$ cat src/cfg_reg_pkg.sv
package cfg_reg_pkg;

    // =========================================================
    // register layout
    // =========================================================
    localparam int unsigned CFG_WIDTH      = 12;
    localparam int unsigned LIST_WIDTH     = 8;
    localparam int unsigned POWER_HI_BIT   = 11;
    localparam int unsigned POWER_LO_BIT   = 10;
    localparam int unsigned CODING_BIT     = 9;
    localparam int unsigned REF_BIT        = 8;
    localparam int unsigned CHAN_HI_BIT    = 7;
    localparam int unsigned CHAN_LO_BIT    = 5;
    localparam int unsigned ARR_HI_BIT     = 4;
    localparam int unsigned ARR_LO_BIT     = 3;
    localparam int unsigned LIST_ACC_BIT   = 2;
    localparam int unsigned SCAN_BIT       = 1;
    localparam int unsigned RANGE_BIT      = 0;

    localparam logic [11:0] CFG_RESET      = 12'h000;
    localparam logic [7:0]  LIST_RESET     = 8'h00;
    localparam logic [2:0]  CHAN_FIRST     = 3'h0;

    // =========================================================
    // timing
    // =========================================================
    localparam int unsigned CLOCK_PERIOD_NS  = 10;
    localparam int unsigned STANDBY_WAKE_NS  = 1000;
    localparam int unsigned STANDBY_WAKE_CYC = STANDBY_WAKE_NS / CLOCK_PERIOD_NS;
    localparam logic [7:0]  WAKE_COUNT       = 8'(STANDBY_WAKE_CYC);
    localparam logic [7:0]  WAKE_ZERO        = 8'h00;

    // =========================================================
    // field encodings
    // =========================================================
    typedef enum logic [1:0] {
        PWR_STANDBY  = 2'b00,
        PWR_AUTO_OFF = 2'b01,
        PWR_SHUTDOWN = 2'b10,
        PWR_NORMAL   = 2'b11
    } power_mode_t;

    typedef enum logic [1:0] {
        ARR_SINGLE8  = 2'b00,
        ARR_DIFF4    = 2'b01,
        ARR_PSEUDO4  = 2'b10,
        ARR_PSEUDO7  = 2'b11
    } input_arr_t;

    typedef enum logic [1:0] {
        SEQ_OFF      = 2'b00,
        SEQ_KEEP     = 2'b01,
        SEQ_LIST_WR  = 2'b10,
        SEQ_CONSEC   = 2'b11
    } seq_mode_t;

    // decoded configuration
    typedef struct packed {
        power_mode_t power;
        logic        straight_binary;
        logic        external_ref;
        logic [2:0]  channel;
        input_arr_t  arrangement;
        seq_mode_t   seq;
        logic        double_range;
    } cfg_t;

    // power controls for the analog side
    typedef struct packed {
        logic core_on;
        logic ref_on;
        logic waking;
    } power_ctl_t;

endpackage : cfg_reg_pkg

$ cat src/cfg_reg_decode.sv
`timescale 1ns/1ns
module cfg_reg_decode (
    // clock, reset and enable
    input  wire logic                            i_clock,
    input  wire logic                            i_reset_n,
    input  wire logic                            i_enable,
    // parallel write port
    input  wire logic                            i_cs_n,
    input  wire logic                            i_wr_n,
    input  wire logic [11:0]                     i_data,
    // conversion events
    input  wire logic                            i_conv_start,
    input  wire logic                            i_conv_done,
    // decoded configuration
    output logic      [11:0]                     o_cfg_word,
    output logic                                 o_straight_binary,
    output logic                                 o_external_ref,
    output logic                                 o_double_range,
    output logic      [1:0]                      o_arrangement,
    output logic      [1:0]                      o_seq_mode,
    output logic      [2:0]                      o_channel,
    output logic      [7:0]                      o_channel_list,
    output logic                                 o_list_loaded,
    // power controls
    output logic                                 o_core_on,
    output logic                                 o_ref_on,
    output logic                                 o_waking
);

    // =========================================================
    // write strobe detection
    // =========================================================
    logic              wr_n_q;
    logic              cs_n_q;
    logic              write_done;
    logic [11:0]       cfg;
    logic [11:0]       data_q;
    logic              list_armed;
    logic              cfg_loaded;
    logic [7:0]        list;
    logic [2:0]        channel;
    logic [7:0]        wake_cnt;
    logic              asleep;
    cfg_reg_pkg::cfg_t f;

    assign f = cfg_reg_pkg::cfg_t'(cfg);

    always_ff @(posedge i_clock) begin
        if (!i_reset_n) begin
            wr_n_q <= 1'b1;
            cs_n_q <= 1'b1;
            data_q <= cfg_reg_pkg::CFG_RESET;
        end else if (i_enable) begin
            wr_n_q <= i_wr_n;
            cs_n_q <= i_cs_n;
            data_q <= i_data;
        end
    end

    // rising edge of the strobe while selected
    assign write_done = !wr_n_q && i_wr_n && !cs_n_q;

    // =========================================================
    // configuration and list registers
    // =========================================================
    always_ff @(posedge i_clock) begin
        if (!i_reset_n) begin
            cfg        <= cfg_reg_pkg::CFG_RESET;
            list_armed <= 1'b0;
        end else if (i_enable && write_done) begin
            if (list_armed) begin
                list_armed <= 1'b0;
            end else begin
                cfg        <= data_q;
                list_armed <= data_q[cfg_reg_pkg::SCAN_BIT:cfg_reg_pkg::LIST_ACC_BIT - 1] == 1'b0
                              && data_q[cfg_reg_pkg::LIST_ACC_BIT];
            end
        end
    end

    // one cycle after a configuration load, when the new fields apply
    always_ff @(posedge i_clock) begin
        if (!i_reset_n) begin
            cfg_loaded <= 1'b0;
        end else if (i_enable) begin
            cfg_loaded <= write_done && !list_armed;
        end
    end

    always_ff @(posedge i_clock) begin
        if (!i_reset_n) begin
            list          <= cfg_reg_pkg::LIST_RESET;
            o_list_loaded <= 1'b0;
        end else if (i_enable) begin
            o_list_loaded <= write_done && list_armed;
            if (write_done && list_armed) begin
                list <= data_q[cfg_reg_pkg::LIST_WIDTH - 1:0];
            end
        end
    end

    // =========================================================
    // channel selection
    // =========================================================
    always_ff @(posedge i_clock) begin
        if (!i_reset_n) begin
            channel <= cfg_reg_pkg::CHAN_FIRST;
        end else if (i_enable) begin
            unique case (f.seq)
                cfg_reg_pkg::SEQ_CONSEC: begin
                    if (cfg_loaded) begin
                        channel <= cfg_reg_pkg::CHAN_FIRST;
                    end else if (i_conv_done) begin
                        channel <= (channel == f.channel) ? cfg_reg_pkg::CHAN_FIRST
                                                          : channel + 3'h1;
                    end
                end
                cfg_reg_pkg::SEQ_KEEP: begin
                    if (i_conv_done) begin
                        channel <= channel + 3'h1;
                    end
                end
                default: begin
                    channel <= f.channel;
                end
            endcase
        end
    end

    // =========================================================
    // power management
    // =========================================================
    always_ff @(posedge i_clock) begin
        if (!i_reset_n) begin
            asleep   <= 1'b0;
            wake_cnt <= cfg_reg_pkg::WAKE_ZERO;
        end else if (i_enable) begin
            unique case (f.power)
                cfg_reg_pkg::PWR_NORMAL: begin
                    asleep   <= 1'b0;
                    wake_cnt <= cfg_reg_pkg::WAKE_ZERO;
                end
                cfg_reg_pkg::PWR_SHUTDOWN: begin
                    asleep   <= 1'b1;
                    wake_cnt <= cfg_reg_pkg::WAKE_ZERO;
                end
                default: begin
                    if (i_conv_done) begin
                        asleep <= 1'b1;
                    end else if (i_conv_start && asleep) begin
                        asleep   <= 1'b0;
                        wake_cnt <= cfg_reg_pkg::WAKE_COUNT;
                    end else if (wake_cnt != cfg_reg_pkg::WAKE_ZERO) begin
                        wake_cnt <= wake_cnt - 8'h01;
                    end
                end
            endcase
        end
    end

    // =========================================================
    // registered outputs
    // =========================================================
    always_ff @(posedge i_clock) begin
        if (!i_reset_n) begin
            o_cfg_word        <= cfg_reg_pkg::CFG_RESET;
            o_straight_binary <= 1'b0;
            o_external_ref    <= 1'b0;
            o_double_range    <= 1'b0;
            o_arrangement     <= 2'b00;
            o_seq_mode        <= 2'b00;
            o_channel         <= cfg_reg_pkg::CHAN_FIRST;
            o_channel_list    <= cfg_reg_pkg::LIST_RESET;
            o_core_on         <= 1'b0;
            o_ref_on          <= 1'b0;
            o_waking          <= 1'b0;
        end else if (i_enable) begin
            o_cfg_word        <= cfg;
            o_straight_binary <= f.straight_binary;
            o_external_ref    <= f.external_ref;
            o_double_range    <= f.double_range;
            o_arrangement     <= f.arrangement;
            o_seq_mode        <= f.seq;
            o_channel         <= channel;
            o_channel_list    <= list;
            o_core_on         <= !asleep;
            o_ref_on          <= !asleep || (f.power == cfg_reg_pkg::PWR_STANDBY);
            o_waking          <= wake_cnt != cfg_reg_pkg::WAKE_ZERO;
        end
    end

endmodule : cfg_reg_decode

$ cat config.mk
export PLATFORM = sky130hd
export DESIGN_NAME = cfg_reg_decode
export DESIGN_NICKNAME = d
export VERILOG_FILES = /design/src/cfg_reg_pkg.sv /design/src/cfg_reg_decode.sv
export SDC_FILE = /design/constraint.sdc
export NUM_CORES = 1
export LEC_CHECK = 0
export ABC_AREA = 1
export BUFFER_PORTS_ARGS = -buffer_cell sky130_fd_sc_hd__buf_2
export CORE_ASPECT_RATIO = 2
export CORE_UTILIZATION = 45
export DETAILED_ROUTE_END_ITERATION = 8
export PLACE_DENSITY_LB_ADDON = 0.1
export SYNTH_ARGS = -nofsm -noshare
export SYNTH_HDL_FRONTEND = slang
export SYNTH_SLANG_ARGS = --single-unit
$ cat constraint.sdc
create_clock -name i_clock -period 2.1 [get_ports i_clock]
set_input_delay 0.42 -clock i_clock [delete_from_list [all_inputs] [get_ports i_clock]]
set_output_delay 0.42 -clock i_clock [all_outputs]
set_load 0.005 [all_outputs]
* Yosys cells after proc, flatten, opt, wreduce, memory -nomap -nowiden
Cells that the tools add are included.
** Storage, ports and cells
- Flip-flop bits (word level) :: 82
- Input bits :: 19
** Operators by class
- Add/sub/neg operators :: 2
- Equal/unequal tests :: 8
- Multiplexer cells :: 13
- Bitwise logic cells :: 2
- Reductions and logical operators :: 22
** Operator list (number)
- $mux 8 :: 4
- $mux 3 :: 4
- $reduce_bool 8->1 :: 1
- $sub 8x1->8 const B :: 1
- $logic_and 1x1->1 :: 7
- $eq 2x2->1 const B :: 3
- $pmux 3 s2 :: 1
- $reduce_and 2->1 :: 3
- $reduce_and 3->1 :: 2
- $logic_not 1->1 :: 4
- $ne 2x2->1 const B :: 2
- $reduce_bool 4->1 :: 1
- $add 3x1->3 const B :: 1
- $eq 3x3->1 :: 1
- $mux 1 :: 3
- $ne 3x3->1 const B :: 1
- $reduce_bool 3->1 :: 1
- $eq 2x1->1 const B :: 1
- $logic_not 2->1 :: 1
- $not 1->1 :: 2
- $pmux 1 s2 :: 1
- $reduce_or 2->1 :: 1
- $logic_or 1x1->1 :: 1

* Longest topological paths before layout
Gate-level depths: netlist (run 1).
- Depth after elaboration :: 5
- Mapped depth :: 11
- Gate-level depth less buffers :: 11

* Least setup slack after synthesis (run 1)
OpenSTA, ideal clock, no wires.
- Path kind :: register to register
- From :: register wake_cnt[0]
- To :: register wake_cnt[5]
- Arrival :: 1.235 ns
- Data required time :: 1.972 ns
- Slack :: 0.737 ns
- Cell stages (with the launch flop) :: 10
- Buffers on the path :: 0
- Period minus slack after synthesis :: 1.363 ns
- Cells stage by stage :: dfxtp_1 -> inv_1 -> ha_1 -> nand2_1 -> nor2_1 -> nand3_2 -> nand3_1 -> nor2_1 -> nor2_1 -> nor2_1
** On the way
- Longest elaborated chain between the ends :: 5
- Elaborated cells between the ends (all ways) :: 8
** Ends and longest elaborated chain
- from (decl) :: line cfg_reg_decode.sv:42 : logic [7:0] wake_cnt;
- from (signal assigned) :: line cfg_reg_decode.sv:136 : wake_cnt <= cfg_reg_pkg::WAKE_ZERO;
- from (signal assigned) :: line cfg_reg_decode.sv:141 : wake_cnt <= cfg_reg_pkg::WAKE_ZERO;
- from (signal assigned) :: line cfg_reg_decode.sv:145 : wake_cnt <= cfg_reg_pkg::WAKE_ZERO;
- $sub 8x1->8 :: line cfg_reg_decode.sv:154 : wake_cnt <= wake_cnt - 8'h01;
- $mux 8 :: line cfg_reg_decode.sv:153 : end else if (wake_cnt != cfg_reg_pkg::WAKE_ZERO) begin
- $mux 8 :: line cfg_reg_decode.sv:150 : end else if (i_conv_start && asleep) begin
- $mux 8 :: line cfg_reg_decode.sv:148 : if (i_conv_done) begin
- $mux 8 :: line cfg_reg_decode.sv:138 : unique case (f.power)
Several ways; a longest one is shown, not always the timed one. The select of a mux whose other input is x is not followed.
A chain may end at the register's enable or synchronous reset.

* Final worst setup path (run 1)
Ends and elaborated chain as after synthesis.

==> qor.csv, run 1 <==
stage,metric,value,unit
outcome,status,"finished, final reports clean",
clock_network,clock_latency,0.33,ns
floorplan,io_pins,53,
pwr,power.density,1050,nW/um^2
cells_and_area,syn2layout_area_growth,20.1,%
clock_network,path_clk_slew,0.05,ns
sta,post-route-min-period,1.51,ns
floorplan,initial_core_util,0.468,
sta,setup_viol,0,
grt,overflow,0,
grt,grt_usage,0.221,
floorplan,die_w,59.3,um
grt,grt_max_degree,46,
worst_setup_path,cp-start-kind,flop,
pwr,power_leakage,1.61,nW
clock_network,tritoncts,yes,
cells_and_area,finalNetCount,452,
route,wl,6900,um
sta,relSlewSlack,0.779,
synth,synth-seq-area-share,0.508,
place,pre_cts_slack,0.603,ns
worst_setup_path,critPathArrivalTime,1.73,ns
clock_network,cts_num_sinks,75,
place,dpl-instance-area,3250,um^2
floorplan,die_y,117,um
route,via_count,2602,
clock_network,clock_path_buffers,2,
sta,tightest_slew,0.330,ns
place,globalplace.congestion,0.867,
route,ant_nets,0,
route,drc_errors,0,
worst_setup_path,end_kind,flop,
clock_network,cts_setup_buffers,0,
grt,grt_pass1_vias,2383,
clock_network,numCtsBuffers,9,
floorplan,fp-row-count,41,
job,maxCapViolations,0,
sta,final_max_slew_viol_count,0,
route,drt_iter0_drc,118,
clock_network,ctsResizeCount,0,
cells_and_area,most-common-layout-cells,"nor2_1 (77), dfxtp_1 (75), o21ai_0 (67)",
cells_and_area,final_common_cell,nor2_1,
grt,antenna_found_initial,0,
worst_setup_path,reg2reg_from,wake_cnt[0],
clock_network,cts_root_buf,clkbuf_16,
synth,syn_nets,408,
floorplan,dieArea,6910,um^2
route,firstDrtPassIters,4,
clock_network,cts_htree_levels,3,
worst_setup_path,reg2reg_to,wake_cnt[5],
synth,synth_cell_type_count,23,
floorplan,core-area,6310,um^2
worst_setup_path,rr_worst_depth,9,
worst_hold_path,holdPathStages,3,
sta,finalSetupTns,0,ns
synth,syn_area_per_cell,7.63,um^2
sta,finalClockSkew,0.00736,ns
worst_setup_path,r2r_slack,0.59,ns
sta,fmax,0.660,GHz
cells_and_area,fin_util,0.562,
sta,rsz0062_at_grt,false,
place,io_buffers,52,
cells_and_area,drive_gt1_frac,0.182,
sta,finalHoldViolCount,0,
route,routedWlPerCell,13.3,um
synth,yosysWarningCount,0,
worst_hold_path,hold_path_class,input pin to flop,
cells_and_area,layout.cell_area.non_filler,3550,um^2
sta,fin_ws,0.586,ns
worst_setup_path,worstPathRequired,2.32,ns
worst_setup_path,setup.worst_path.class,flop to flop,
worst_setup_path,crit_fanout,7,
cells_and_area,n_antenna_cell,0,
place,hpwl,4920,um
synth,synth-seq-cells,75,
grt,grt_pass1_wl,11200,um
pwr,max-vdd-ir-drop,0.000662,V
route,vias_per_cell,5.00,
synth,syn_inst,387,
worst_hold_path,hold_end,data_q[3],
synth,syn_area,2950,um^2
sta,finalCritPeriodShare,0.721,
clock_network,holdBufCountCts,0,
pwr,power,3.72,mW
worst_hold_path,worstHoldStart,i_data[3],
## how the worst max path moves through the flow
stage,start,end,slack [ns],cells past startpoint
floorplan,wake_cnt[0],wake_cnt[5],0.74,9
global placement,i_conv_start,wake_cnt[5],0.62,9
detailed placement,wake_cnt[0],wake_cnt[3],0.60,10
CTS,wake_cnt[0],wake_cnt[3],0.59,10
global route,wake_cnt[0],wake_cnt[3],0.41,10
finish,wake_cnt[0],wake_cnt[5],0.59,9
## worst max-delay path, cell delays in order, from the launching register on
cell and delay (ns):
dfxtp_1 0.30, inv_1 0.12, ha_1 0.19, nand2_1 0.08
nor2_1 0.19, nand3_2 0.20, nand3_1 0.14, nor2_1 0.05
nor2_1 0.08, nor2_1 0.04
## metal layers
layer | track usage | part of all wire
met3 | 0.0443 | 0.031
met5 | 0 | 0
met1 | 0.250 | 0.43
met4 | 0.125 | 0.032
met2 | 0.376 | 0.51
## logic make-up (layout without fill, tap and decap cells)
group | count (synthesis) | after routing | synth area share
flops | 75 | 75 | 0.508
buf+inv | 59 | 106 | 0.0881
compound gates | 120 | 120 | 0.210
xor+xnor | 2 | 2 | 0.00593
simple gates | 129 | 129 | 0.179
fa+ha+maj | 2 | 2 | 0.00847
## through the flow
step | hold WS [ns] | instances
after detailed placement | 0.446 | 506
after floorplan | 0.430 | 387
after CTS | 0.302 | 520
final | 0.310 | 520
after global routing | 0.316 | 520
after global placement | 0.445 | 506
## area by class of cell
| cell class | instances | area, um^2 |
|---|---|---|
| clock buffers | 12 | 267 |
| clock inverters | 2 | 35.0 |
| fillers | 628 | 2760 |
| inverters | 34 | 128 |
| multi-input cells | 253 | 1190 |
| flip-flops and latches | 75 | 1500 |
| well taps | 86 | 108 |
| repair buffers | 58 | 318 |
## state kept, by name (all words and copies together), names as in the netlist
signal	flops
wake_cnt	8
asleep	1
cs_n_q	1
o_cfg_word	12
o_channel_list	8
wr_n_q	1
o_ref_on	1
o_core_on	1
list	8
channel	3
o_list_loaded	1
o_waking	1
cfg_loaded	1
o_channel	3
cfg	12
list_armed	1
data_q	12
## Yosys cell counts
cell type  instances  area share
a21oi_4            1      0.0055
ha_1               2      0.0085
nand3_2            1      0.0034
a211oi_1           1      0.0025
nand2_1           33       0.042
a31oi_1            1      0.0021
buf_4              7       0.018
o21bai_1           1      0.0025
nor2_4             1      0.0038
dfxtp_1           75        0.51
o21a_1             1      0.0025
xor2_1             2      0.0059
nand4_1            3      0.0064
a21oi_1           48       0.081
clkbuf_1          13       0.017
nor2_1            77       0.098
inv_2              3      0.0038
buf_6              1      0.0038
o21ai_0           67        0.11
nand2_4            1      0.0038
nand3_1           13       0.022
inv_1             31       0.039
buf_2              4      0.0068
## where the power goes
group          internal (mW)  switching (mW)
Clock                   1.00           0.546
Sequential              1.52          0.0639
Combinational          0.215           0.370
No activity file was read; power rests on OpenSTA's default activity.
==> run 2, diff against run 1 <==
--- a/config.mk
+++ b/config.mk
@@ -5,7 +5,7 @@
 export SDC_FILE = /design/constraint.sdc
 export NUM_CORES = 1
 export LEC_CHECK = 0
-export ABC_AREA = 1
+export ABC_AREA = 0
 export BUFFER_PORTS_ARGS = -buffer_cell sky130_fd_sc_hd__buf_2
 export CORE_ASPECT_RATIO = 2
 export CORE_UTILIZATION = 45
==> constraint.sdc (replaced) <==
create_clock -name i_clock -period 1.46 [get_ports i_clock]
set_input_delay 0.292 -clock i_clock [delete_from_list [all_inputs] [get_ports i_clock]]
set_output_delay 0.292 -clock i_clock [all_outputs]
set_load 0.005 [all_outputs]
==> qor.csv, run 2 <==
stage,metric,value,unit,change
pwr,power.density,1390,nW/um^2,+33%
clock_network,tritoncts,yes,,
route,routedWlPerCell,14.0,um,+5.2%
floorplan,io_pins,53,,unchanged
synth,synth_area_leaders,"dfxtp_1 (49%), mux2i_1 (16%), nor2_1 (7.3%)",,
grt,grt_pass1_vias,2353,,-1.3%
cells_and_area,drive_gt1_frac,0.299,,+0.116
synth,syn_area_per_cell,9.38,um^2,+23%
worst_hold_path,hold_path_class,input pin to flop,,
grt,grt_usage,0.209,,-0.0127
clock_network,numCtsBuffers,9,,unchanged
synth,synth.cells.most_frequent,"dfxtp_1 (75), nor2_1 (59), mux2i_1 (49)",,
sta,fin_ws,-0.293,ns,-0.878 ns
synth,ys.flop_type,dfxtp_1,,
route,ant_nets,0,,unchanged
grt,overflow,0,,unchanged
sta,rsz0062_at_grt,true,,
route,drc_errors,1,,+1
place,io_buffers,52,,unchanged
clock_network,holdBufCountCts,0,,unchanged
floorplan,die_w,60.1,um,+1.4%
worst_setup_path,worstPathRequired,1.68,ns,-0.64 ns
sta,final_max_slew_viol_count,0,,unchanged
worst_setup_path,crit_start,wake_cnt[1],,
outcome,violations,"design-rule violations, negative setup slack",,
pwr,power,5.42,mW,+46%
worst_setup_path,setup.worst_path.class,flop to flop,,
worst_hold_path,worstHoldStart,i_cs_n,,
sta,fmax,0.571,GHz,-14%
route,firstDrtPassIters,7,,+3
floorplan,fp-row-count,42,,+2.4%
floorplan,dieArea,7110,um^2,+2.8%
synth,syn_nets,345,,-15%
route,met2WireLength,3790,um,+7.6%
synth,synth_cell_type_count,41,,+78%
cells_and_area,finalNetCount,419,,-7.3%
clock_network,path_clk_slew,0.05,ns,about the same
worst_setup_path,end_kind,flop,,
grt,grt_max_degree,49,,+6.5%
job,maxCapViolations,0,,unchanged
worst_setup_path,crit_fanout,8,,+1
synth,synth-seq-area-share,0.494,,-0.0142
sta,finalCritPeriodShare,1.20,,+0.479
clock_network,cts_root_buf,clkbuf_16,,
synth,synth_top_area_cell,dfxtp_1,,
clock_network,clock_path_buffers,2,,unchanged
cells_and_area,final_common_cell,dfxtp_1,,
floorplan,initial_core_util,0.463,,-0.00551
place,hpwl,4960,um,+0.77%
cells_and_area,largestRegisters,"cfg (12), data_q (12), o_cfg_word (12)",,
route,drt_iter0_drc,84,,-29%
synth,synth_top_area_share,0.494,,-0.0142
cells_and_area,syn2layout_area_growth,28.4,%,
clock_network,cts_htree_levels,3,,unchanged
sta,relSlewSlack,0.773,,-0.00541
cells_and_area,most-common-layout-cells,"dfxtp_1 (73), nor2_1 (58), buf_2 (52)",,
place,globalplace.congestion,0.797,,-8.0%
sta,finalHoldViolCount,0,,unchanged
sta,tightest_slew,0.337,ns,+0.00674 ns
clock_network,clock_latency,0.33,ns,about the same
worst_setup_path,reg2reg_from,wake_cnt[1],,
sta,finalClockSkew,0.00434,ns,-0.00302 ns
outcome,status,"complete, but fails checks",,
sta,post-route-min-period,1.75,ns,+0.238 ns
synth,ys_async_sr_fraction,0,,unchanged
synth,synth-edff-count,0,,unchanged
pwr,max-vdd-ir-drop,0.00110,V,+65%
synth,synth-seq-cells,75,,unchanged
route,wl,6840,um,-0.86%
synth,synth_most_common_cell,dfxtp_1,,
pwr,power_leakage,1.78,nW,+11%
cells_and_area,n_antenna_cell,0,,unchanged
clock_network,cts_num_sinks,75,,unchanged
route,vias_per_cell,5.08,,+1.5%
route,wl_met1,2690,um,-8.5%
worst_setup_path,r2r_slack,-0.29,ns,-0.88 ns
sta,setup_viol,8,,+8
worst_setup_path,cp-start-kind,flop,,
place,pre_cts_slack,-0.316,ns,-0.920 ns
route,dr.max_layer_used,met4,,
floorplan,die_y,118,um,+1.4%
synth,syn_area,3040,um^2,+2.9%
route,wl_met3,193,um,-8.5%
grt,grt_pass1_wl,10800,um,-3.3%
synth,syn_inst,324,,-16%
grt,antenna_found_initial,0,,unchanged
floorplan,core-area,6570,um^2,+4.1%
synth,yosysWarningCount,0,,unchanged
route,via_count,2489,,-4.3%
worst_setup_path,critPathArrivalTime,1.97,ns,+0.24 ns
## run 2: cell count changes in the layout (fill, tap and decap cells not counted), sizes merged, moves of 19 or more
cell	previous run	this run
a21oi	49	21
buf	58	89
inv	34	8
o21ai	67	14
mux2i	0	49
nor2	78	59
## run 2: routing by layer
| layer | up-vias | global-route usage |
|---|---|---|
| met3 | 12 | 0.0460 |
| met5 | - | 0 |
| li1 | 1264 | - |
| met1 | 1173 | 0.220 |
| met4 | 0 | 0.110 |
| met2 | 40 | 0.363 |
## run 2: cell families (layout without fill, tap and decap cells)
logic type | after synthesis | count (layout) | synth area share
XOR/XNOR | 3 | 3 | 0.00865
AND/OR/NAND/NOR | 108 | 108 | 0.171
AO/OA/AOI/OAI | 53 | 53 | 0.104
multiplexers | 49 | 49 | 0.161
flip-flops | 75 | 75 | 0.494
adder cells (fa/ha/maj) | 2 | 2 | 0.00823
buffers and inverters | 34 | 112 | 0.0531
## run 2: worst max-delay path: stages (launching register included)
cell,delay (ns)
dfxtp_2,0.32
inv_2,0.06
ha_4,0.13
or4b_4,0.49
nor4b_4,0.24
buf_6,0.16
nor3_1,0.05
o221a_1,0.19
## run 2: per-stage QoR
stage	std cells	util	area [um^2]	TNS, ns	hold WS, ns
finish	490	0.594	3900	-1.92	0.189
global route	490	0.594	3900	-2.40	0.202
CTS	490	0.592	3890	-2.04	0.182
detailed placement	474	0.545	3580	-1.97	0.455
global placement	474	0.545	3580	-1.75	0.445
floorplan	324	-	3060	-1.40	0.420
## run 2: worst paths after layout
kind,cells after the start,to
setup / recovery,7,wake_cnt[2]
hold / removal,3,cs_n_q
setup reg to reg,7,wake_cnt[2]
hold reg to reg,2,o_cfg_word[11]
## run 2: layout make-up
| class | instances | area (um^2) |
|---|---|---|
| Sequential cell | 75 | 1500 |
| Fill cell | 633 | 2670 |
| Inverter | 8 | 30.0 |
| Clock buffer | 13 | 250 |
| Clock inverter | 2 | 12.5 |
| Timing Repair Buffer | 89 | 554 |
| Tap cell | 88 | 110 |
| Multi-Input combinational cell | 215 | 1440 |
## run 2: repair_timing
action | in CTS | in global routing
setup endpoints to repair | 8 | 17
pin swaps | 4 | 5
endpoints found under the hold margin | 0 | 0
setup buffers | 1 | 0
gates resized for setup | 7 | 3
## run 2: where the power goes
group / leakage [nW] / switching (mW) / total, mW / internal (mW)
sequential: 0.609 / 0.0597 / 2.20 / 2.14
clock: 0.126 / 0.773 / 1.96 / 1.18
combinational: 1.04 / 0.611 / 1.26 / 0.649
